## src/shared/deser_datapath_defines.vh

```
`ifndef DESER_DATAPATH_DEFINES_VH
`define DESER_DATAPATH_DEFINES_VH

// ****************************************
// Word indexes; byte address is index * 4
// ****************************************
`define IDX_DATAPATH_CFG 10'h022
`define IDX_RX_MODE 10'h023
`define IDX_IRQ_STATUS 10'h030
`define IDX_IRQ_MASK 10'h031
`define IDX_PROT_STATUS 10'h032

// ****************************************
// Datapath configuration fields
// ****************************************
`define CFG_LOCK_BIT 7
`define CFG_UNGATED_BIT 6
`define CFG_POLARITY_BIT 5
`define CFG_AUD_SUPPRESS_BIT 4
`define CFG_4CH_OVR_BIT 3
`define CFG_PIX18_BIT 2
`define CFG_INBAND_BIT 1
`define CFG_4CH_EN_BIT 0
`define CFG_RESET 8'h00

// ****************************************
// Receive mode fields
// ****************************************
`define RX_CHK_ON_BIT 7
`define RX_RESET 8'h00

// ****************************************
// Interrupt status and mask fields
// ****************************************
`define IRQ_CHK_FAIL_BIT 0
`define IRQ_FC_APPLIED_BIT 1
`define IRQ_FC_BLOCKED_BIT 2
`define IRQ_USED_MASK 8'h07
`define IRQ_RESET 8'h00

// ****************************************
// Protection status fields
// ****************************************
`define PROT_FAIL_BIT 0
`define PROT_CNT_LSB 4
`define PROT_CNT_MAX 4'hF
`define PROT_RESET 8'h00

// ****************************************
// Pixel layout
// ****************************************
`define PIX18_MASK 24'hFCFCFC

`endif

```

## src/rtl/line_checksum.v

```verilog
`timescale 1ns/1ns
`include "deser_datapath_defines.vh"

module line_checksum (
   input wire hclk,
   input wire hresetn,
   input wire check_on,
   input wire line_active,
   input wire [23:0] pix_data,
   input wire chk_valid,
   input wire [7:0] chk_byte,
   output reg mismatch_r,
   output reg match_r
);

   // ****************************************
   // Running byte sum over the active line
   // ****************************************
   reg [7:0] acc_r;
   reg [7:0] acc_nxt;
   reg line_d_r;
   wire [7:0] pix_sum;

   assign pix_sum = pix_data[23:16] + pix_data[15:8] + pix_data[7:0];

   always @* begin
      acc_nxt = acc_r;
      if (line_active && !line_d_r) begin
         acc_nxt = pix_sum;
      end else if (line_active) begin
         acc_nxt = acc_r + pix_sum;
      end
   end

   always @(posedge hclk or negedge hresetn) begin
      if (!hresetn) begin
         acc_r <= 8'h00;
         line_d_r <= 1'b0;
      end else begin
         acc_r <= acc_nxt;
         line_d_r <= line_active;
      end
   end

   // ****************************************
   // Compare the byte that trails the line
   // ****************************************
   // A checksum byte seen while the line is still active is ignored
   always @(posedge hclk or negedge hresetn) begin
      if (!hresetn) begin
         mismatch_r <= 1'b0;
         match_r <= 1'b0;
      end else begin
         mismatch_r <= check_on && chk_valid && !line_active &&
            (chk_byte != acc_r);
         match_r <= check_on && chk_valid && !line_active &&
            (chk_byte == acc_r);
      end
   end

endmodule // line_checksum

```

## src/rtl/deser_datapath_config_regs.v

```verilog
// The implementer's own choice: the AHB-Lite interface to the registers.
`timescale 1ns/1ns
`include "deser_datapath_defines.vh"

module deser_datapath_config_regs (
   input wire hclk,
   input wire hresetn,
   input wire hsel,
   input wire [11:0] haddr,
   input wire [1:0] htrans,
   input wire hwrite,
   input wire [2:0] hsize,
   input wire [31:0] hwdata,
   input wire hready,
   output wire hreadyout,
   output reg [31:0] hrdata,
   output wire hresp,
   input wire fc_cfg_valid,
   input wire [6:0] fc_cfg_data,
   input wire line_active_strobe,
   input wire [23:0] pix_in,
   input wire aud_pkt_valid,
   input wire [23:0] aud_pkt_data,
   input wire chk_valid,
   input wire [7:0] chk_byte,
   output reg [23:0] pix_out_r,
   output reg pix_valid_r,
   output reg aud_on_pixel_pins_r,
   output wire protection_enable,
   output wire pixel_mode_18,
   output wire audio_inband_sel,
   output wire four_ch_audio_en,
   output wire irq
);

   // ****************************************
   // Declarations
   // ****************************************
   reg [7:0] cfg_r;
   reg [7:0] cfg_nxt;
   reg [7:0] rx_mode_r;
   reg [7:0] rx_mode_nxt;
   reg [7:0] irq_status_r;
   reg [7:0] irq_status_nxt;
   reg [7:0] irq_mask_r;
   reg [7:0] irq_mask_nxt;
   reg [7:0] prot_r;
   reg [7:0] prot_nxt;
   reg [3:0] fail_cnt;
   reg wr_pend_r;
   reg [9:0] wr_idx_r;
   reg rd_wait_r;
   reg [9:0] rd_idx_r;
   reg [7:0] rd_mux;
   wire accept;
   wire wr_commit;
   wire [7:0] wdata;
   wire wr_cfg;
   wire wr_rx;
   wire wr_stat;
   wire wr_mask;
   wire wr_prot;
   wire lock;
   wire ungated;
   wire polarity;
   wire aud_suppress;
   wire fc_apply;
   wire fc_blocked;
   wire line_active;
   wire chk_fail;
   wire chk_ok;
   wire [7:0] irq_set;
   wire [7:0] irq_clr;

   // ****************************************
   // AHB-Lite slave
   // ****************************************
   // Writes finish with no wait state; reads take one wait state so
   // the read data come from a flop and see a write just before them.
   assign accept = hsel && hready && htrans[1];
   assign hreadyout = !rd_wait_r;
   assign hresp = 1'b0;
   assign wr_commit = wr_pend_r;
   assign wdata = hwdata[7:0];

   always @(posedge hclk or negedge hresetn) begin
      if (!hresetn) begin
         wr_pend_r <= 1'b0;
         wr_idx_r <= 10'h000;
         rd_wait_r <= 1'b0;
         rd_idx_r <= 10'h000;
      end else begin
         wr_pend_r <= accept && hwrite;
         rd_wait_r <= accept && !hwrite;
         if (accept) begin
            wr_idx_r <= haddr[11:2];
            rd_idx_r <= haddr[11:2];
         end
      end
   end

   assign wr_cfg = wr_commit && (wr_idx_r == `IDX_DATAPATH_CFG);
   assign wr_rx = wr_commit && (wr_idx_r == `IDX_RX_MODE);
   assign wr_stat = wr_commit && (wr_idx_r == `IDX_IRQ_STATUS);
   assign wr_mask = wr_commit && (wr_idx_r == `IDX_IRQ_MASK);
   assign wr_prot = wr_commit && (wr_idx_r == `IDX_PROT_STATUS);

   // Unmapped words read as zero
   always @* begin
      case (rd_idx_r)
         `IDX_DATAPATH_CFG: rd_mux = cfg_r;
         `IDX_RX_MODE: rd_mux = rx_mode_r;
         `IDX_IRQ_STATUS: rd_mux = irq_status_r;
         `IDX_IRQ_MASK: rd_mux = irq_mask_r;
         `IDX_PROT_STATUS: rd_mux = prot_r;
         default: rd_mux = 8'h00;
      endcase
   end

   always @(posedge hclk or negedge hresetn) begin
      if (!hresetn) begin
         hrdata <= 32'h00000000;
      end else if (rd_wait_r) begin
         hrdata <= {24'h000000, rd_mux};
      end
   end

   // ****************************************
   // Datapath configuration register
   // ****************************************
   assign lock = cfg_r[`CFG_LOCK_BIT];
   assign fc_apply = fc_cfg_valid && !lock;
   assign fc_blocked = fc_cfg_valid && lock;

   // A software write in the same cycle wins over a remote update,
   // since software owns the lock bit and may be setting it right now.
   always @* begin
      cfg_nxt = cfg_r;
      if (wr_cfg) begin
         cfg_nxt = wdata;
      end else if (fc_apply) begin
         cfg_nxt = {cfg_r[`CFG_LOCK_BIT], fc_cfg_data};
      end
   end

   always @(posedge hclk or negedge hresetn) begin
      if (!hresetn) begin
         cfg_r <= `CFG_RESET;
      end else begin
         cfg_r <= cfg_nxt;
      end
   end

   // ****************************************
   // Receive mode register
   // ****************************************
   // Only the checksum enable lives here; other bits read zero
   always @* begin
      rx_mode_nxt = rx_mode_r;
      if (wr_rx) begin
         rx_mode_nxt = 8'h00;
         rx_mode_nxt[`RX_CHK_ON_BIT] = wdata[`RX_CHK_ON_BIT];
      end
   end

   always @(posedge hclk or negedge hresetn) begin
      if (!hresetn) begin
         rx_mode_r <= `RX_RESET;
      end else begin
         rx_mode_r <= rx_mode_nxt;
      end
   end

   // ****************************************
   // Decoded controls
   // ****************************************
   assign ungated = cfg_r[`CFG_UNGATED_BIT];
   assign polarity = cfg_r[`CFG_POLARITY_BIT];
   assign aud_suppress = cfg_r[`CFG_AUD_SUPPRESS_BIT];
   assign line_active = line_active_strobe ^ polarity;
   assign protection_enable = !ungated;
   assign pixel_mode_18 = cfg_r[`CFG_PIX18_BIT];
   assign audio_inband_sel = cfg_r[`CFG_INBAND_BIT];
   assign four_ch_audio_en = cfg_r[`CFG_4CH_OVR_BIT] ?
      cfg_r[`CFG_4CH_EN_BIT] : 1'b0;

   // ****************************************
   // Pixel output path
   // ****************************************
   // Audio packets share the pixel pins; they are put there only when
   // not suppressed and not in ungated mode, and then take the slot.
   always @(posedge hclk or negedge hresetn) begin
      if (!hresetn) begin
         pix_out_r <= 24'h000000;
         pix_valid_r <= 1'b0;
         aud_on_pixel_pins_r <= 1'b0;
      end else begin
         aud_on_pixel_pins_r <= aud_pkt_valid && !aud_suppress &&
            !ungated;
         if (aud_pkt_valid && !aud_suppress && !ungated) begin
            pix_out_r <= aud_pkt_data;
            pix_valid_r <= 1'b0;
         end else begin
            pix_valid_r <= ungated || line_active;
            if (pixel_mode_18) begin
               pix_out_r <= pix_in & `PIX18_MASK;
            end else begin
               pix_out_r <= pix_in;
            end
         end
      end
   end

   // ****************************************
   // Line checksum
   // ****************************************
   line_checksum u_chk (
      .hclk(hclk),
      .hresetn(hresetn),
      .check_on(rx_mode_r[`RX_CHK_ON_BIT]),
      .line_active(line_active),
      .pix_data(pix_in),
      .chk_valid(chk_valid),
      .chk_byte(chk_byte),
      .mismatch_r(chk_fail),
      .match_r(chk_ok)
   );

   // ****************************************
   // Protection status register
   // ****************************************
   // Fail count saturates; writing one to the fail bit clears both,
   // but a mismatch in that same cycle still sets the flag again.
   always @* begin
      prot_nxt = prot_r;
      fail_cnt = prot_r[`PROT_CNT_LSB+3:`PROT_CNT_LSB];
      if (wr_prot && wdata[`PROT_FAIL_BIT]) begin
         prot_nxt[`PROT_FAIL_BIT] = 1'b0;
         fail_cnt = 4'h0;
      end
      if (chk_fail) begin
         prot_nxt[`PROT_FAIL_BIT] = 1'b1;
         if (fail_cnt != `PROT_CNT_MAX) begin
            fail_cnt = fail_cnt + 4'h1;
         end
      end
      prot_nxt[`PROT_CNT_LSB+3:`PROT_CNT_LSB] = fail_cnt;
      prot_nxt[3:1] = 3'b000;
   end

   always @(posedge hclk or negedge hresetn) begin
      if (!hresetn) begin
         prot_r <= `PROT_RESET;
      end else begin
         prot_r <= prot_nxt;
      end
   end

   // ****************************************
   // Interrupts
   // ****************************************
   assign irq_set = {5'b00000, fc_blocked, fc_apply, chk_fail};
   assign irq_clr = wr_stat ? wdata : 8'h00;

   always @* begin
      irq_status_nxt = ((irq_status_r & ~irq_clr) | irq_set) &
         `IRQ_USED_MASK;
      irq_mask_nxt = irq_mask_r;
      if (wr_mask) begin
         irq_mask_nxt = wdata & `IRQ_USED_MASK;
      end
   end

   always @(posedge hclk or negedge hresetn) begin
      if (!hresetn) begin
         irq_status_r <= `IRQ_RESET;
         irq_mask_r <= `IRQ_RESET;
      end else begin
         irq_status_r <= irq_status_nxt;
         irq_mask_r <= irq_mask_nxt;
      end
   end

   assign irq = |(irq_status_r & irq_mask_r);

   // Match pulse and transfer size are not used beyond this point
   wire unused_ok;
   assign unused_ok = chk_ok ^ (|hsize);

endmodule // deser_datapath_config_regs

```

## config.mk

```make
export PLATFORM = sky130hd
export DESIGN_NAME = deser_datapath_config_regs
export DESIGN_NICKNAME = d
export VERILOG_FILES = /design/src/rtl/line_checksum.v /design/src/rtl/deser_datapath_config_regs.v
export VERILOG_INCLUDE_DIRS = /design/src /design/src/shared
export SDC_FILE = /design/constraint.sdc
export NUM_CORES = 1
export LEC_CHECK = 0
export BUFFER_PORTS_ARGS = -buffer_cell sky130_fd_sc_hd__buf_2
export CAP_MARGIN = 20
export CORE_ASPECT_RATIO = 0.9
export CORE_MARGIN = 2
export CORE_UTILIZATION = 48
export DETAILED_ROUTE_END_ITERATION = 12
export HOLD_SLACK_MARGIN = 0.03
export PLACE_DENSITY_LB_ADDON = 0.05
export RECOVER_POWER = 50
export SKIP_LAST_GASP = 1
export SLEW_MARGIN = 20
export SYNTH_ARGS = -nofsm -noshare
export SYNTH_HDL_FRONTEND = slang
export SYNTH_SLANG_ARGS = --single-unit
```

## constraint.sdc

```tcl
create_clock -name hclk -period 3 [get_ports hclk]
set_clock_uncertainty 0.15 [all_clocks]
set_input_delay 0.3 -clock hclk [delete_from_list [all_inputs] [get_ports hclk]]
set_output_delay 0.3 -clock hclk [all_outputs]
set_load 0.02 [all_outputs]
```

==> flow_summary_export.csv <==
group,metric,value,unit
status,status,"finished with violations",
status,violations,"capacitance limit, slew limit",
timing,fin_crit,2.995,ns
timing,worst_slack,0.005243,ns
floorplan,die_area,9663,um^2
logic_synthesis,synth_top_family_by_area,"multiplexers",
setup_path,r2r_slack,0.50,ns
route,drt_iter0_markers,106,
logic_synthesis,ys.flop_type,"dfrtp_1",
logic_synthesis,synthXorXnorAreaFrac,0.04310,
timing,setup_tns,0,ns
power,p_leak,2.656,nW
setup_path,reg2reg_depth,4,
power,vdd_drop_max,0.3416,mV
job,maxCapViolations,1,
setup_path,criticalPathCategory,"primary input to flip-flop",
logic_synthesis,synthSimpleGateAreaFrac,0.1149,
setup_path,crit_arrival,3.05,ns
setup_path,crit_fanout,3,
logic_synthesis,synth_mux_area_frac,0.1278,
floorplan,initial_core_util,0.4958,
global_route,grt_pass1_wl,17270,um
route,wl_met3,736,um
logic_synthesis,synthAdderAreaFrac,0.08619,
setup_path,cp-start-kind,"primary input",
floorplan,num_rows,32,
route,wl_per_cell,15.18,um
clock_network,cts_buffers,9,
timing,slew_viol_final,77,
min_path,min_path_cells,2,
timing,timing.final.crit_share,0.9983,
final_layout,num-fill-cells,712,
final_layout,instances_no_fill,695,
route,wl_met2,4944,um
timing,setup_viol,0,
timing,hold_viol,0,
floorplan,ioPinCount,186,
global_route,grt_pass1_vias,3613,
clock_network,cts.sinks,76,
route,drt_first_pass_iters,4,
floorplan,die_w,103.4,um
logic_synthesis,syn_area,4268,um^2
route,routed_wl,10550,um
logic_synthesis,synth_common_cells,"dfrtp_1 (76), mux2_2 (36), nor2_1 (28)",
logic_synthesis,syn_avg_cell_area,11.11,um^2
final_layout,fin_area,5700,um^2
clock_network,path_clk_slew,0.08,ns
clock_network,cts_tree,"yes",
final_layout,final_nets,716,
logic_synthesis,synth_edf_count,0,
placement,preCtsSetupSlack,-0.3837,ns
placement,dp.cells,639,
final_layout,drive_gt1_frac,0.3385,
logic_synthesis,synth_most_common_cell,"dfrtp_1",
logic_synthesis,synth_compound_area_frac,0.1096,
clock_network,worstSkewPairLatency,0.35,ns
setup_path,reg2reg_from,"cfg_r[4]",
clock_network,htree_num_levels,3,
final_layout,diodes,0,
timing,holdWs,0.04794,ns
route,vias_per_cell,4.973,
placement,gp_congestion,0.8791,
logic_synthesis,yosysSeqAreaShare,0.4456,
logic_synthesis,synthTopCellsByArea,"dfrtp_1 (45%), mux2_2 (9.5%), buf_4 (4.4%), ha_1 (4.4%), fa_1 (4.2%)",
timing,fmax,333.9,MHz
route,wl_met1,4767,um
final_layout,regArea,1902,um^2
clock_network,clk_root_buffer_cell,"clkbuf_8",
logic_synthesis,synth_cell_types,58,
global_route,grt_max_degree,77,
global_route,groute.usage.overall,0.2329,
setup_path,startpoint,"pix_in[17]",
logic_synthesis,synth.largest_area_cell,"dfrtp_1",
placement,place_hpwl,7574,um
global_route,overflow,0,
timing,worst_pin_slew,1.856,ns
logic_synthesis,yosys_warnings,0,
logic_synthesis,synth_top_area_share,0.4456,
setup_path,r2r-end,"pix_out_r[11]",
placement,place.port_buffers,130,
floorplan,core_area,8608,um^2
setup_path,cp-endpoint,"u_chk.acc_r[7]",
clock_network,clockBufferDepth,2,
placement,placed_area,5082,um^2
route,dr.max_layer_used,"met4",
logic_synthesis,ys_ff_latch,76,
logic_synthesis,synthCells,384,
global_route,antenna_found_initial,0,
logic_synthesis,async_flop_share,1.000,
setup_path,endpoint_kind,"flip-flop",
route,antenna_left,0,
power,pwr_density_cell,664.6,nW/um^2
timing,rsz0062_at_grt,"yes",
route,dr_total_vias,3456,
final_layout,multi_input_area,2270,um^2
route,route.detailed.drc,0,
final_layout,area_growth,33.57,%
min_path,hp-class,"primary input to flip-flop",
floorplan,die_y,93.46,um
setup_path,required,3.06,ns
timing,max_slew_margin,-0.2373,
-- cell usage in the layout, fill, tap and decap left out, types with 10 or more instances in the layout --
cell type,instances
a21oi_1,23
buf_2,91
buf_4,19
clkbuf_1,40
conb_1,25
dfrtp_1,76
dlygate4sd3_1,38
ha_1,11
inv_1,11
mux2_2,36
mux2i_1,14
nand2_1,21
nor2_1,25
o21ai_0,10
xor2_1,11
-- per-stage QoR --
stage | power, mW | util
after floorplan | 2.364 | -
after global placement | 2.802 | 0.5904
after detailed placement | 2.865 | 0.5904
after CTS | 3.688 | 0.6545
after global routing | 4.057 | 0.6622
final | 3.789 | 0.6622
-- layer usage --
layer,up-vias,track usage
li1,1663,-
met1,1651,0.3201
met2,134,0.3581
met3,8,0.07025
met4,0,0.06250
met5,-,0
-- where the power goes --
part | total [mW] | switching [mW] | internal (mW) | leakage (nW)
clock | 0.766 | 0.446 | 0.320 | 0.0931
sequential | 1.38 | 0.193 | 1.19 | 0.913
combinational | 1.64 | 0.791 | 0.849 | 1.65
total | 3.79 | 1.43 | 2.36 | 2.66
-- sequential cells by signal (all words and copies together), names as in the netlist, 3 cells and up --
register,count
cfg_r,8
hrdata,8
irq_mask_r,3
irq_status_r,3
pix_out_r,24
prot_r,5
rd_idx_r,10
u_chk.acc_r,8
-- worst min-delay path by stage --
stage	startpoint	end	slack (ns)
after CTS	hwdata[7]	cfg_r[7]	0.03
final	aud_pkt_data[11]	pix_out_r[11]	0.05
after floorplan	hresetn	aud_on_pixel_pins_r	-0.15
after global routing	aud_pkt_data[11]	pix_out_r[11]	0.04
after detailed placement	hrdata[7]	hrdata[7]	0.32
after global placement	hwrite	rd_wait_r	0.32
-- cells by family (layout without fill, tap and decap cells) --
family                   after synthesis  in the layout
AO/OA/AOI/OAI                         71             71
other                                  1             25
AND/OR/NAND/NOR                       90             90
adder cells (fa/ha/maj)               24             24
buffers and inverters                 51            219
flip-flops                            76             76
multiplexers                          50             50
XOR/XNOR                              21             21
-- what timing repair did --
item	4_1_cts	5_1_grt
hold endpoints to repair	112	2
setup endpoints to repair	2	3
resized for setup	2	17
hold buffers	36	2
pin swaps	4	17
setup buffers	0	2
-- final cells by class --
type	instances	share of cell area
Multi-Input combinational cell	281	0.3982
Sequential cell	76	0.3336
Timing Repair Buffer	190	0.2008
Tap cell	119	0.02612
Clock buffer	9	0.02173
Clock inverter	7	0.01097
Inverter	13	0.008560
-- worst max-delay path, stage by stage --
cell	delay, ns
buf_2	0.12
fa_1	0.49
ha_2	0.21
inv_2	0.05
fa_2	0.19
and2b_1	0.21
o31ai_2	0.26
a21boi_4	0.30
ha_4	0.24
o21ai_2	0.11
a32o_2	0.19
nor2_2	0.07
a2111oi_4	0.26
a31oi_1	0.06
(Power assumes the default switching activity.)
